File: config.mk
export PLATFORM = sky130hd
export DESIGN_NAME = arx_receiver
export DESIGN_NICKNAME = d
export VERILOG_FILES = /design/src/core/arx_pkg.sv /design/src/core/arx_baud_gen.sv /design/src/core/arx_rx_shift.sv /design/src/core/arx_receiver.sv
export SDC_FILE = /design/constraint.sdc
export NUM_CORES = 1
export LEC_CHECK = 0
export BUFFER_PORTS_ARGS = -buffer_cell sky130_fd_sc_hd__clkbuf_2
export CAP_MARGIN = 10
export CORE_MARGIN = 4
export CORE_UTILIZATION = 53
export DETAILED_ROUTE_END_ITERATION = 16
export GPL_TIMING_DRIVEN = 0
export HOLD_SLACK_MARGIN = 0.03
export PLACE_DENSITY_LB_ADDON = 0.05
export SYNTH_ARGS = -nofsm -noshare
export SYNTH_HDL_FRONTEND = slang
export SYNTH_HIERARCHICAL = 1
export SYNTH_SLANG_ARGS = --single-unit
File: constraint.sdc
create_clock -name pclk -period 2.3 [get_ports pclk]
set_input_delay 0.345 -clock pclk [delete_from_list [all_inputs] [get_ports pclk]]
set_output_delay 0.345 -clock pclk [all_outputs]
set_load 0.02 [all_outputs]
File: src/core/arx_pkg.sv
// Shared constants and types for the address-filtering asynchronous receiver
package arx_pkg;

  // Register byte offsets, one aligned word each
  localparam logic [7:0] ARX_OFS_INT_CTRL  = 8'h00;
  localparam logic [7:0] ARX_OFS_IRQ_FLAGS = 8'h04;
  localparam logic [7:0] ARX_OFS_IRQ_EN    = 8'h08;
  localparam logic [7:0] ARX_OFS_IRQ_PRIO  = 8'h0c;
  localparam logic [7:0] ARX_OFS_RX_STCTL  = 8'h10;
  localparam logic [7:0] ARX_OFS_RX_DATA   = 8'h14;
  localparam logic [7:0] ARX_OFS_TX_STCTL  = 8'h18;
  localparam logic [7:0] ARX_OFS_BAUD_CTL  = 8'h1c;
  localparam logic [7:0] ARX_OFS_DIV_HIGH  = 8'h20;
  localparam logic [7:0] ARX_OFS_DIV_LOW   = 8'h24;

  // Field positions
  localparam int ARX_RXF_BIT     = 5;  // receive flag / enable / priority in the irq registers
  localparam int ARX_PORT_ON_BIT = 7;
  localparam int ARX_NINE_BIT    = 6;
  localparam int ARX_SREN_BIT    = 5;
  localparam int ARX_RXON_BIT    = 4;
  localparam int ARX_ADDR_BIT    = 3;
  localparam int ARX_FRAMING_ERROR_BIT    = 2;
  localparam int ARX_OVERRUN_ERROR_BIT    = 1;
  localparam int ARX_NINTH_BIT   = 0;
  localparam int ARX_CLKD_BIT    = 4;
  localparam int ARX_HSPD_BIT    = 2;
  localparam int ARX_TXEMPTY_BIT = 1;
  localparam int ARX_IDLE_BIT    = 6;
  localparam int ARX_WIDE_BIT    = 3;
  localparam int ARX_WUE_BIT     = 1;

  // Reset values and software-writable masks
  localparam logic [7:0] ARX_RST_BYTE      = 8'h00;
  localparam logic [7:0] ARX_TX_STCTL_MASK = 8'hfd;
  localparam logic [7:0] ARX_BAUD_RW_MASK  = 8'h19;
  localparam logic [7:0] ARX_FLAGS_RW_MASK = 8'hdf;

  // Sampling counts
  localparam logic [3:0] ARX_MID_SAMPLE  = 4'h7;
  localparam logic [3:0] ARX_LAST_SAMPLE = 4'hf;
  localparam logic [3:0] ARX_BITS_8      = 4'h7;
  localparam logic [3:0] ARX_BITS_9      = 4'h8;
  localparam logic [1:0] ARX_X64_LAST    = 2'h3;

  typedef enum logic [1:0] {
    ARX_IDLE  = 2'b00,
    ARX_START = 2'b01,
    ARX_DATA  = 2'b10,
    ARX_STOP  = 2'b11
  } arx_rx_state_t;

  typedef struct packed {
    logic [8:0] data;
    logic       frame_ok;
  } arx_char_t;

  typedef struct packed {
    logic [15:0] divisor;
    logic        high_speed;
    logic        wide;
  } arx_baud_cfg_t;

endpackage

File: src/core/arx_baud_gen.sv
// Baud generator producing the sixteen-per-bit sample tick
`timescale 1ns/100ps
module arx_baud_gen (
  // Clock and reset
  input  wire logic                   pclk,
  input  wire logic                   presetn,
  // Control
  input  wire logic                   run,
  input  arx_pkg::arx_baud_cfg_t      cfg,
  // Sample tick
  output logic                        tick_q
);
  logic [15:0] cnt_q;
  logic [1:0]  pre_q;
  logic [15:0] div;
  logic        x64;

  // Narrow divisor uses the low byte only
  assign div = cfg.wide ? cfg.divisor : {8'h00, cfg.divisor[7:0]};
  assign x64 = ~cfg.wide & ~cfg.high_speed;

  always_ff @(posedge pclk or negedge presetn) begin
    if (!presetn) begin
      cnt_q  <= 16'h0000;
      pre_q  <= 2'h0;
      tick_q <= 1'b0;
    end else if (!run) begin
      cnt_q  <= 16'h0000;
      pre_q  <= 2'h0;
      tick_q <= 1'b0;
    end else if (cnt_q == 16'h0000) begin
      cnt_q  <= div;
      pre_q  <= x64 ? pre_q + 2'h1 : 2'h0;
      tick_q <= ~x64 | (pre_q == arx_pkg::ARX_X64_LAST);
    end else begin
      cnt_q  <= cnt_q - 16'h0001;
      tick_q <= 1'b0;
    end
  end
endmodule

File: src/core/arx_rx_shift.sv
// Data recovery and receive shifter for one framed character
`timescale 1ns/100ps
module arx_rx_shift (
  // Clock and reset
  input  wire logic                   pclk,
  input  wire logic                   presetn,
  // Control
  input  wire logic                   run,
  input  wire logic                   tick,
  input  wire logic                   nine,
  input  wire logic                   rx_s,
  // Result
  output arx_pkg::arx_char_t          char_q,
  output logic                        done_q,
  output logic                        idle
);
  arx_pkg::arx_rx_state_t st_q;
  logic [3:0] smp_q;
  logic [3:0] bit_q;
  logic [8:0] shf_q;

  assign idle = (st_q == arx_pkg::ARX_IDLE);

  always_ff @(posedge pclk or negedge presetn) begin
    if (!presetn) begin
      st_q   <= arx_pkg::ARX_IDLE;
      smp_q  <= 4'h0;
      bit_q  <= 4'h0;
      shf_q  <= 9'h000;
      char_q <= '0;
      done_q <= 1'b0;
    end else begin
      done_q <= 1'b0;
      if (!run) begin
        st_q <= arx_pkg::ARX_IDLE;
      end else if (tick) begin
        case (st_q)
          arx_pkg::ARX_IDLE: begin
            smp_q <= 4'h0;
            if (!rx_s) st_q <= arx_pkg::ARX_START;
          end
          arx_pkg::ARX_START: begin
            smp_q <= smp_q + 4'h1;
            if (smp_q == arx_pkg::ARX_MID_SAMPLE) begin
              // A start glitch shorter than half a bit is dropped
              st_q  <= rx_s ? arx_pkg::ARX_IDLE : arx_pkg::ARX_DATA;
              smp_q <= 4'h0;
              bit_q <= 4'h0;
            end
          end
          arx_pkg::ARX_DATA: begin
            smp_q <= smp_q + 4'h1;
            if (smp_q == arx_pkg::ARX_LAST_SAMPLE) begin
              shf_q <= {rx_s, shf_q[8:1]};
              bit_q <= bit_q + 4'h1;
              if (bit_q == (nine ? arx_pkg::ARX_BITS_9 : arx_pkg::ARX_BITS_8)) st_q <= arx_pkg::ARX_STOP;
            end
          end
          arx_pkg::ARX_STOP: begin
            smp_q <= smp_q + 4'h1;
            if (smp_q == arx_pkg::ARX_LAST_SAMPLE) begin
              char_q.data     <= nine ? shf_q : {1'b0, shf_q[8:1]};
              char_q.frame_ok <= rx_s;
              done_q          <= 1'b1;
              st_q            <= arx_pkg::ARX_IDLE;
            end
          end
          default: st_q <= arx_pkg::ARX_IDLE;
        endcase
      end
    end
  end
endmodule

File: src/core/arx_receiver.sv
// APB-attached asynchronous receiver with address filter and wake-on-edge
//
// Summary of operation
// - Recover data with sixteen samples per bit, shifting once per bit.
// - Reception runs only with clocked mode clear and the port on.
// - Nine-bit mode receives nine data bits per character.
// - Characters are received only while receiver_on is set.
// - A completed character sets the receive flag; enabled flag requests interrupt.
// - The ninth received bit is readable in the receive status register.
// - The low eight data bits are readable in receive_data.
// - Clearing receiver_on clears framing and overrun errors.
// - The receive interrupt priority is chosen by receive_irq_priority.
// - Nine-bit with address filter drops non-address characters, no flag.
// - In sleep the baud generator stops and no character is received.
// - wake_on_edge_enable, bit 1 of baud_control, arms wake only when asynchronous.
// - While armed, normal reception is held idle and the pin watched.
// - A falling edge on the receive pin is the wake event.
// - The wake event sets the receive flag, running or asleep.
// - Reading receive_data clears the flag raised by the wake event.
// - First rising edge after the wake event clears wake_on_edge_enable.
// - Frame is start, eight or nine data bits, stop; LSB first.
// - Baud generator runs at sixteen or sixty-four times the bit rate.
`timescale 1ns/100ps
module arx_receiver #(
  parameter int APB_AW = 8
) (
  // Clock and reset
  input  wire logic              pclk,
  input  wire logic              presetn,
  // APB slave
  input  wire logic              psel,
  input  wire logic              penable,
  input  wire logic              pwrite,
  input  wire logic [APB_AW-1:0] paddr,
  input  wire logic [31:0]       pwdata,
  output logic [31:0]            prdata_q,
  output logic                   pready_q,
  output logic                   pslverr_q,
  // Serial line and power state
  input  wire logic              receive_pin,
  input  wire logic              sleep_mode,
  // Requests to the core
  output logic                   irq_high_q,
  output logic                   irq_low_q,
  output logic                   wake_q
);
  // Register state
  logic [7:0] int_ctrl_q;
  logic [7:0] flags_rw_q;
  logic       receive_flag_q;
  logic [7:0] irq_en_q;
  logic [7:0] irq_prio_q;
  logic       serial_port_on_q;
  logic       nine_bit_receive_q;
  logic       single_rx_q;
  logic       receiver_on_q;
  logic       address_filter_on_q;
  logic       framing_error_q;
  logic       overrun_error_q;
  logic       received_ninth_bit_q;
  logic [7:0] receive_data_q;
  logic [7:0] tx_stctl_q;
  logic [7:0] baud_rw_q;
  logic       wake_on_edge_enable_q;
  logic [7:0] div_high_q;
  logic [7:0] div_low_q;

  // Pin synchroniser and edge history
  logic       rx_meta_q;
  logic       rx_sync_q;
  logic       rx_prev_q;
  logic       wake_seen_q;

  // Internal nets
  logic                   apb_setup;
  logic                   apb_done;
  logic                   wr_en;
  logic                   rd_en;
  logic                   addr_hit;
  logic [7:0]             rd_byte;
  logic                   async_mode;
  logic                   wake_armed;
  logic                   rx_run;
  logic                   baud_run;
  logic                   sample_tick;
  logic                   char_done;
  logic                   rx_idle;
  logic                   fall_edge;
  logic                   rise_edge;
  logic                   wake_event;
  logic                   wake_end;
  logic                   pass_filter;
  logic                   char_load;
  logic                   char_overrun;
  logic                   receive_data_read;
  logic                   rxon_clear;
  logic [7:0]             wbyte;
  arx_pkg::arx_char_t     rx_char;
  arx_pkg::arx_baud_cfg_t baud_cfg;

  // Bus decode; every access completes with no wait state
  assign apb_setup = psel & ~penable & ~pready_q;
  assign apb_done  = psel & penable & pready_q;
  assign wr_en     = apb_done & pwrite & addr_hit;
  assign rd_en     = apb_done & ~pwrite & addr_hit;
  assign wbyte     = pwdata[7:0];

  always_comb begin
    addr_hit = 1'b1;
    rd_byte  = 8'h00;
    case (paddr[7:0])
      arx_pkg::ARX_OFS_INT_CTRL:  rd_byte = int_ctrl_q;
      arx_pkg::ARX_OFS_IRQ_FLAGS: begin
        rd_byte                       = flags_rw_q;
        rd_byte[arx_pkg::ARX_RXF_BIT] = receive_flag_q;
      end
      arx_pkg::ARX_OFS_IRQ_EN:    rd_byte = irq_en_q;
      arx_pkg::ARX_OFS_IRQ_PRIO:  rd_byte = irq_prio_q;
      arx_pkg::ARX_OFS_RX_STCTL:  rd_byte = {serial_port_on_q, nine_bit_receive_q, single_rx_q, receiver_on_q,
                                             address_filter_on_q, framing_error_q, overrun_error_q,
                                             received_ninth_bit_q};
      arx_pkg::ARX_OFS_RX_DATA:   rd_byte = receive_data_q;
      arx_pkg::ARX_OFS_TX_STCTL: begin
        rd_byte                           = tx_stctl_q;
        rd_byte[arx_pkg::ARX_TXEMPTY_BIT] = 1'b1;
      end
      arx_pkg::ARX_OFS_BAUD_CTL: begin
        rd_byte                       = baud_rw_q;
        rd_byte[arx_pkg::ARX_IDLE_BIT] = rx_idle & ~wake_armed;
        rd_byte[arx_pkg::ARX_WUE_BIT]  = wake_on_edge_enable_q;
      end
      arx_pkg::ARX_OFS_DIV_HIGH:  rd_byte = div_high_q;
      arx_pkg::ARX_OFS_DIV_LOW:   rd_byte = div_low_q;
      default:                    addr_hit = 1'b0;
    endcase
    if ((paddr >> 8) != '0) addr_hit = 1'b0;
  end

  always_ff @(posedge pclk or negedge presetn) begin
    if (!presetn) begin
      pready_q <= 1'b0;
    end else begin
      pready_q <= apb_setup;
    end
  end

  always_ff @(posedge pclk or negedge presetn) begin
    if (!presetn) begin
      pslverr_q <= 1'b0;
    end else begin
      pslverr_q <= apb_setup & ~addr_hit;
    end
  end

  // Data bus is driven only in the answer cycle, zero otherwise
  always_ff @(posedge pclk or negedge presetn) begin
    if (!presetn) begin
      prdata_q <= 32'h0000_0000;
    end else begin
      prdata_q <= (apb_setup & ~pwrite & addr_hit) ? {24'h00_0000, rd_byte} : 32'h0000_0000;
    end
  end

  // Mode decode
  assign async_mode = serial_port_on_q & ~tx_stctl_q[arx_pkg::ARX_CLKD_BIT];
  assign wake_armed = wake_on_edge_enable_q & async_mode;
  assign rx_run     = async_mode & receiver_on_q & ~wake_armed & ~sleep_mode;
  assign baud_run   = serial_port_on_q & ~sleep_mode;
  assign baud_cfg   = '{divisor: {div_high_q, div_low_q},
                        high_speed: tx_stctl_q[arx_pkg::ARX_HSPD_BIT],
                        wide: baud_rw_q[arx_pkg::ARX_WIDE_BIT]};

  arx_baud_gen u_baud (
    .pclk    (pclk),
    .presetn (presetn),
    .run     (baud_run),
    .cfg     (baud_cfg),
    .tick_q  (sample_tick)
  );

  arx_rx_shift u_shift (
    .pclk    (pclk),
    .presetn (presetn),
    .run     (rx_run),
    .tick    (sample_tick),
    .nine    (nine_bit_receive_q),
    .rx_s    (rx_sync_q),
    .char_q  (rx_char),
    .done_q  (char_done),
    .idle    (rx_idle)
  );

  // Receive pin passes two flops before anything looks at it
  always_ff @(posedge pclk or negedge presetn) begin
    if (!presetn) begin
      rx_meta_q <= 1'b1;
      rx_sync_q <= 1'b1;
      rx_prev_q <= 1'b1;
    end else begin
      rx_meta_q <= receive_pin;
      rx_sync_q <= rx_meta_q;
      rx_prev_q <= rx_sync_q;
    end
  end

  assign fall_edge  = rx_prev_q & ~rx_sync_q;
  assign rise_edge  = ~rx_prev_q & rx_sync_q;
  assign wake_event = wake_armed & ~wake_seen_q & fall_edge;
  // Relies on the sender holding the line low for the whole wake character
  assign wake_end   = wake_armed & wake_seen_q & rise_edge;

  always_ff @(posedge pclk or negedge presetn) begin
    if (!presetn) begin
      wake_seen_q <= 1'b0;
    end else if (!wake_armed || wake_end) begin
      wake_seen_q <= 1'b0;
    end else if (wake_event) begin
      wake_seen_q <= 1'b1;
    end
  end

  // Clock keeps running here, so the sleeping case just forwards the event
  always_ff @(posedge pclk or negedge presetn) begin
    if (!presetn) begin
      wake_q <= 1'b0;
    end else begin
      wake_q <= wake_event & sleep_mode;
    end
  end

  // Character acceptance
  assign pass_filter  = ~(nine_bit_receive_q & address_filter_on_q) | rx_char.data[8];
  assign char_overrun = char_done & pass_filter & receive_flag_q;
  assign char_load    = char_done & pass_filter & ~receive_flag_q;
  assign receive_data_read   = rd_en & (paddr[7:0] == arx_pkg::ARX_OFS_RX_DATA);
  assign rxon_clear   = wr_en & (paddr[7:0] == arx_pkg::ARX_OFS_RX_STCTL) & ~wbyte[arx_pkg::ARX_RXON_BIT];

  always_ff @(posedge pclk or negedge presetn) begin
    if (!presetn) begin
      receive_data_q       <= arx_pkg::ARX_RST_BYTE;
      received_ninth_bit_q <= 1'b0;
    end else if (char_load) begin
      receive_data_q       <= rx_char.data[7:0];
      received_ninth_bit_q <= rx_char.data[8];
    end
  end

  // Flag set wins over a clearing read in the same cycle
  always_ff @(posedge pclk or negedge presetn) begin
    if (!presetn) begin
      receive_flag_q <= 1'b0;
    end else if (char_load || wake_event) begin
      receive_flag_q <= 1'b1;
    end else if (receive_data_read) begin
      receive_flag_q <= 1'b0;
    end
  end

  // A character ending as receiver_on is cleared still reports its error
  always_ff @(posedge pclk or negedge presetn) begin
    if (!presetn) begin
      framing_error_q <= 1'b0;
    end else if (char_load) begin
      framing_error_q <= ~rx_char.frame_ok;
    end else if (rxon_clear) begin
      framing_error_q <= 1'b0;
    end
  end

  always_ff @(posedge pclk or negedge presetn) begin
    if (!presetn) begin
      overrun_error_q <= 1'b0;
    end else if (char_overrun) begin
      overrun_error_q <= 1'b1;
    end else if (rxon_clear) begin
      overrun_error_q <= 1'b0;
    end
  end

  // Software control of the receive status register
  always_ff @(posedge pclk or negedge presetn) begin
    if (!presetn) begin
      serial_port_on_q    <= 1'b0;
      nine_bit_receive_q  <= 1'b0;
      single_rx_q         <= 1'b0;
      receiver_on_q       <= 1'b0;
      address_filter_on_q <= 1'b0;
    end else if (wr_en && paddr[7:0] == arx_pkg::ARX_OFS_RX_STCTL) begin
      serial_port_on_q    <= wbyte[arx_pkg::ARX_PORT_ON_BIT];
      nine_bit_receive_q  <= wbyte[arx_pkg::ARX_NINE_BIT];
      single_rx_q         <= wbyte[arx_pkg::ARX_SREN_BIT];
      receiver_on_q       <= wbyte[arx_pkg::ARX_RXON_BIT];
      address_filter_on_q <= wbyte[arx_pkg::ARX_ADDR_BIT];
    end
  end

  // Wake enable: hardware clear at the end of the break beats a write
  always_ff @(posedge pclk or negedge presetn) begin
    if (!presetn) begin
      wake_on_edge_enable_q <= 1'b0;
    end else if (wake_end) begin
      wake_on_edge_enable_q <= 1'b0;
    end else if (wr_en && paddr[7:0] == arx_pkg::ARX_OFS_BAUD_CTL) begin
      wake_on_edge_enable_q <= wbyte[arx_pkg::ARX_WUE_BIT];
    end
  end

  // Plain read/write configuration registers
  always_ff @(posedge pclk or negedge presetn) begin
    if (!presetn) begin
      int_ctrl_q <= arx_pkg::ARX_RST_BYTE;
      flags_rw_q <= arx_pkg::ARX_RST_BYTE;
      irq_en_q   <= arx_pkg::ARX_RST_BYTE;
      irq_prio_q <= arx_pkg::ARX_RST_BYTE;
      tx_stctl_q <= arx_pkg::ARX_RST_BYTE;
      baud_rw_q  <= arx_pkg::ARX_RST_BYTE;
      div_high_q <= arx_pkg::ARX_RST_BYTE;
      div_low_q  <= arx_pkg::ARX_RST_BYTE;
    end else if (wr_en) begin
      case (paddr[7:0])
        arx_pkg::ARX_OFS_INT_CTRL:  int_ctrl_q <= wbyte;
        arx_pkg::ARX_OFS_IRQ_FLAGS: flags_rw_q <= wbyte & arx_pkg::ARX_FLAGS_RW_MASK;
        arx_pkg::ARX_OFS_IRQ_EN:    irq_en_q   <= wbyte;
        arx_pkg::ARX_OFS_IRQ_PRIO:  irq_prio_q <= wbyte;
        arx_pkg::ARX_OFS_TX_STCTL:  tx_stctl_q <= wbyte & arx_pkg::ARX_TX_STCTL_MASK;
        arx_pkg::ARX_OFS_BAUD_CTL:  baud_rw_q  <= wbyte & arx_pkg::ARX_BAUD_RW_MASK;
        arx_pkg::ARX_OFS_DIV_HIGH:  div_high_q <= wbyte;
        arx_pkg::ARX_OFS_DIV_LOW:   div_low_q  <= wbyte;
        default:                    div_low_q  <= div_low_q;
      endcase
    end
  end

  // Interrupt requests split by the priority bit; global gating is up to the core
  always_ff @(posedge pclk or negedge presetn) begin
    if (!presetn) begin
      irq_high_q <= 1'b0;
      irq_low_q  <= 1'b0;
    end else begin
      irq_high_q <= receive_flag_q & irq_en_q[arx_pkg::ARX_RXF_BIT] & irq_prio_q[arx_pkg::ARX_RXF_BIT];
      irq_low_q  <= receive_flag_q & irq_en_q[arx_pkg::ARX_RXF_BIT] & ~irq_prio_q[arx_pkg::ARX_RXF_BIT];
    end
  end

endmodule

==> Word level (Yosys, flattened, before mapping) <==
Cells that the tools add are included.
{ "totals": {"reg_bits": 141, "in_bits": 47, "elab_cells": 193} }
{ "classes": {"n_reduce_logical": 29, "n_mux": 40, "bitwise_logic": 56, "addsub": 4, "n_eq_ne": 25} }
{ "op_table": {"columns": ["operator", "n"], "rows": [
  ["case mux 8 bit (10 select lines)", 1],
  ["2-to-1 mux 16 bit", 3],
  ["AND 1 bit", 36],
  ["equality test 8 x 5 -> 1 bit, second input constant", 4],
  ["2-to-1 mux 2 bit", 11],
  ["NOT 1 bit", 18],
  ["AND reduction 2 bit", 9],
  ["equality test 8 x 4 -> 1 bit, second input constant", 2],
  ["equality test 8 x 6 -> 1 bit, second input constant", 2],
  ["logical NOT 16 bit", 1],
  ["2-to-1 mux 1 bit", 16],
  ["2-to-1 mux 4 bit", 4],
  ["subtractor 16 x 1 -> 16 bit, second input constant", 1],
  ["inequality test 3 bit, second input constant", 5],
  ["case mux 4 bit (3 select lines)", 1],
  ["nonzero test 2 bit", 6],
  ["OR reduction 10 bit", 1],
  ["2-to-1 mux 9 bit", 1],
  ["adder 4 x 1 -> 4 bit, second input constant", 2],
  ["equality test 8 x 3 -> 1 bit, second input constant", 1],
  ["logical NOT 8 bit", 1],
  ["2-to-1 mux 8 bit", 1],
  ["case mux 2 bit (4 select lines)", 1],
  ["case mux 4 bit (2 select lines)", 1],
  ["other kinds (17)", 25]
]} }

==> Logic depth before layout (Yosys ltp) <==
{ "depth": {"depth_word": 8, "depth_mapped": 7, "mapped_depth_nobuf": 6} }

==> Modules after synthesis <==
The synthesis kept the hierarchy.
{ "by_module_without_submodules": {"columns": ["module", "cells_per_inst", "instances", "area_per_inst_um2"], "rows": [
  ["arx_receiver", 367, 1, 4523.1],
  ["arx_rx_shift", 130, 1, 1440.1],
  ["arx_baud_gen", 113, 1, 1113.6]
]} }

==> Worst setup path after synthesis <==
OpenSTA, ideal clock, no wires.
{ "synth_timing": {"path_kind": "register -> register", "start": "register serial_port_on_q", "end": "register u_shift.shf_q[0]", "n_path_buf": 0, "path_stages_with_launch": 6, "setup_ns": 0.125, "arrival_time_ns": 2.040, "synth_period_minus_slack_ns": 2.165, "path_slack_ns": 0.135, "cell_sequence": "dfrtp_1 -> nor2b_1 -> nor4bb_1 -> nand2_2 -> nor3_4 -> mux2_2"} }
{ "synth_between": {"elab_chain_len": 6, "word_cells_on_any_way": 7} }
{ "synth_rtl": {"columns": ["element", "line_no", "rtl"], "rows": [
  ["from (decl)", "arx_receiver.sv:53", "logic serial_port_on_q;"],
  ["from (signal assigned)", "arx_receiver.sv:289", "serial_port_on_q <= wbyte[arx_pkg::ARX_PORT_ON_BIT];"],
  ["AND 1 bit *", "arx_receiver.sv:165", "assign async_mode = serial_port_on_q & ~tx_stctl_q[arx_pkg::ARX_CLKD_BIT];"],
  ["AND 1 bit", "arx_receiver.sv:166", "assign wake_armed = wake_on_edge_enable_q & async_mode;"],
  ["NOT 1 bit", "arx_receiver.sv:167", "assign rx_run = async_mode & receiver_on_q & ~wake_armed & ~sleep_mode;"],
  ["AND 1 bit * (2 in series)", "arx_receiver.sv:167", null],
  ["named net rx_run", "arx_receiver.sv:83", "logic rx_run;"],
  ["AND reduction 4 bit (no line) *", null, null],
  ["to (signal assigned)", "arx_rx_shift.sv:54", "shf_q <= {rx_s, shf_q[8:1]};"],
  ["to (decl)", "arx_rx_shift.sv:20", "logic [8:0] shf_q;"]
]} }
Mark *: on every way through the listed nets, which the timed path passes. The rest lies on a longest branch.
A chain may end at the register's enable or synchronous reset.

==> Final worst setup path <==
{ "layout_timing": {"start": "input paddr[2]", "end": "register prdata_q[6]"} }
{ "layout_between": {"elab_chain_len": 5, "word_cells_on_any_way": 15} }
{ "layout_rtl": {"columns": ["element", "line_no", "rtl"], "rows": [
  ["from (decl)", "arx_receiver.sv:34", "input wire logic [APB_AW-1:0] paddr,"],
  ["equality test 8 x 5 -> 1 bit, or another cell as far along", "arx_receiver.sv:111", "case (paddr[7:0])"],
  ["OR reduction 10 bit (no line)", null, null],
  ["2-to-1 mux 1 bit", "arx_receiver.sv:111", null],
  ["AND 1 bit", "arx_receiver.sv:160", "prdata_q <= (apb_setup & ~pwrite & addr_hit) ? {24'h00_0000, rd_byte} : 32'h0000_0000;"],
  ["2-to-1 mux 8 bit *", "arx_receiver.sv:160", null],
  ["to (signal assigned)", "arx_receiver.sv:160", null],
  ["to (decl)", "arx_receiver.sv:36", "output logic [31:0] prdata_q,"]
]} }
Mark *: on every way between the ends. The rest lies on a longest branch, timed or not.

==> impl_metrics.yaml <==
placed_design:
  numPortBuffers: 31
  globalplace.congestion: 0.917
  post-dp-hpwl_um: 12600
  placed_area_sq_um: 7580
yosys:
  ys_ff_latch: 141
  synth_top_area_share_pct: 48.8
  ys_top_cells_by_area: "dfrtp_1, mux2_2, mux2i_1, buf_4, nand2_1"
  netlist_area_sq_um: 7080
  yosysSeqAreaShare_pct: 49.9
  dominantRegCellSynth: "dfrtp_1"
  synth_warnings: 6
  synth_edf_count: 0
  yosys.cell_types.count: 70
  avgSynthCellArea_sq_um: 11.6
  netlist_instances: 610
  async_reset_ff_share_pct: 100
  netlist.top_cell.by_area: "dfrtp_1"
floorplan:
  design.core.area_sq_um: 12800
  die_w_um: 124
  start_util_pct: 55.2
  io_pins: 84
  die_area_sq_um: 15300
  die_h_um: 124
  rows: 41
power:
  p_per_area_nw_per_um2: 669
  power_frac_clock_pct: 50.0
  pwr-share-seq_pct: 45.0
  ir_drop_v: 0.000625
  p_int_uw: 4280
  swShare_pct: 23.0
  netSwitchingPower_uw: 1270
  p_leak_uw: 0.00392
  combPwrFrac_pct: 5.0
global_routing:
  track_usage_pct: 25.0
  grt_pass1_wl_um: 28400
  grt_pass1_vias: 5233
  overflow: 0
  grt_max_degree: 75
  antenna_found_initial: 0
cells_and_area:
  postLayoutCellArea_sq_um: 8300
  drive_gt1_share_pct: 32.6
  fillers: 1034
  ff_latch_area_sq_um: 3530
  area_growth_pct: 17.3
  nets: 742
  multi_input_area_sq_um: 3330
  antennaDiodeCount: 0
worst_setup_path:
  critPathCaptureType: "register"
  setup.worst_path.start_class: "input port"
  crit_chain: "clkbuf_2, clkbuf_1, buf_1, nand3_1, a2111oi_0, o21ai_0, a41oi_1"
  critical_path_required_ns: 2.59
  arrival_ns: 2.59
  max_stage_delay_ns: 0.68
  crit_type: "input port to register"
  slowest_stage: "buf_1"
  path_max_fanout: 10
route:
  ant_nets: 0
  vias: 5215
  via_per_inst: 5.96
  dr.first_iter.drc_count: 428
  wire_per_inst_um: 20.3
  firstDrtPassIters: 5
  routed_wl_um: 17800
  drc_errors: 0
sta:
  min_period_ns: 2.30
  clock_skew_ns: 0.00981
  tightestPinTransition_ns: 1.22
  maxSlewHeadroom_pct: 17.3
  hold_ws_ns: 0.218
  setup-violations-final: 0
  clock.fmax_mhz: 435
  min_period_over_period_pct: 100
  drv_slew: 0
  finalSetupTns_ns: 0
  hold_viol: 0
clock_tree:
  cts-root-buf: "clkbuf_16"
  cts_tree: "yes"
  cts.sink_count: 141
  cts_buffers: 17
  insertion_delay_ns: 0.43
  clk_pin_slew_ns: 0.06
  cts_max_level: 4
  max-clock-path-buffers: 2
worst_hold_path:
  hp-class: "input port to register"
run:
  drv_cap: 0
run_status:
  outcome: "completed"
[path summary, 6_finish.rpt]
kind,start,to,slack [ns],cells after the start
worst min register to register,rx_meta_q,rx_sync_q,0.36,0
worst min-delay path,sleep_mode,wake_q,0.22,2
worst max register to register,serial_port_on_q,u_shift/char_q[0],0.19,6
min in group asynchronous,presetn,u_baud/cnt_q[3],0.51,2
max in group asynchronous,presetn,rx_sync_q,1.03,3
worst max-delay path,paddr[2],prdata_q[6],0.001,7
[cell usage after synthesis, types with 4 or more instances]
library cell	number
nor3_1	14
nand4_1	5
nor2b_1	4
inv_1	12
dfrtp_1	138
nand3b_1	5
o21ai_0	25
o22ai_1	6
a31oi_1	7
mux2_2	83
buf_2	13
nor4_2	4
xnor2_1	5
nor4b_1	5
a21oi_1	19
mux2_4	8
nand3_1	21
or4_1	6
clkbuf_1	15
buf_4	25
nor2_1	21
nor4_1	6
nand2_1	39
and2_1	4
a211oi_1	9
mux2i_1	19
a22o_1	7
xor2_1	6
a32oi_1	6
ha_1	5
[power by group through the flow]
stage,clock (uW),combinational (uW),sequential (uW)
2_1_floorplan,0,139,2540
3_3_place_gp,0,255,2540
3_5_place_dp,0,268,2540
4_1_cts,2820,274,2500
5_1_grt,2950,304,2500
6_report,2780,278,2500
[cell usage in the layout, fill, tap and decap left out, types with 12 or more instances in the layout]
cell type and n:
clkbuf_1 16, nand3_1 19, conb_1 24, buf_2 13, nor2_1 21, inv_1 12, nor3_1 14, a21oi_1 19
buf_4 28, clkbuf_16 17, mux2_2 83, nand2_1 39, o21ai_0 25, dfrtp_1 138, clkbuf_2 30, mux2i_1 19
[metrics by stage]
step | power (uW) | setup WS (ns) | std cells | utilization, %
2_1_floorplan | 2680 | 0.135 | 633 | -
3_3_place_gp | 2800 | -1.41 | 836 | 58.7
3_5_place_dp | 2810 | -0.514 | 837 | 59.1
4_1_cts | 5590 | 0.000600 | 872 | 64.4
5_1_grt | 5750 | -0.00308 | 875 | 64.7
6_report | 5550 | 0.000985 | 875 | 64.7
[registers in the layout, indices dropped and copies added (netlist names), 4 cells and up]
register / count
u_shift/smp_q: 4
div_low_q: 8
tx_stctl_q: 7
u_shift/bit_q: 4
u_baud/cnt_q: 16
int_ctrl_q: 8
div_high_q: 8
u_shift/char_q: 10
irq_prio_q: 8
u_shift/shf_q: 9
receive_data_q: 8
flags_rw_q: 7
irq_en_q: 8
prdata_q: 8
[logic make-up (layout without fill, tap and decap cells)]
logic type,after synthesis,after routing,share of synthesized area [%]
AND/OR/NAND/NOR,166,166,14.6
flip-flops,141,141,49.9
multiplexers,110,110,17.6
AO/OA/AOI/OAI,107,107,10.3
buffers and inverters,69,139,5.32
XOR/XNOR,11,11,1.36
adder cells (fa/ha/maj),5,5,0.884
other,1,24,0.0530
[metal layers]
metal	GRT usage [%]	wire length, um	vias up
li1	-	-	2395
met1	34.6	8100	2569
met2	38.7	8200	217
met3	6.40	1160	34
met4	7.75	329	0
met5	0	0	-
[area by class of cell]
type                            instances  share of cell area, %
Sequential cell                       141                   42.5
Clock inverter                         14                   2.02
Multi-Input combinational cell        423                   40.1
Timing Repair Buffer                   38                   3.06
Clock buffer                           18                   5.17
Inverter                               12                  0.543
Buffer                                 57                   3.99
Tap cell                              172                   2.59
[critical path: cells and delay by family]
family                 cells  cell delay (ns)
buffers and inverters      3             1.16
and+or+nand+nor            1             0.14
AOI/OAI and AO/OA          3             0.94
[what timing repair did]
action                     in CTS  in global routing
resized for setup               7                  3
buffers inserted                1                  3
pin swaps                       1                  1
hold endpoints to repair       68                  0
hold buffers                    2                  0
setup endpoints to repair      65                 53
(Power assumes the default switching activity.)
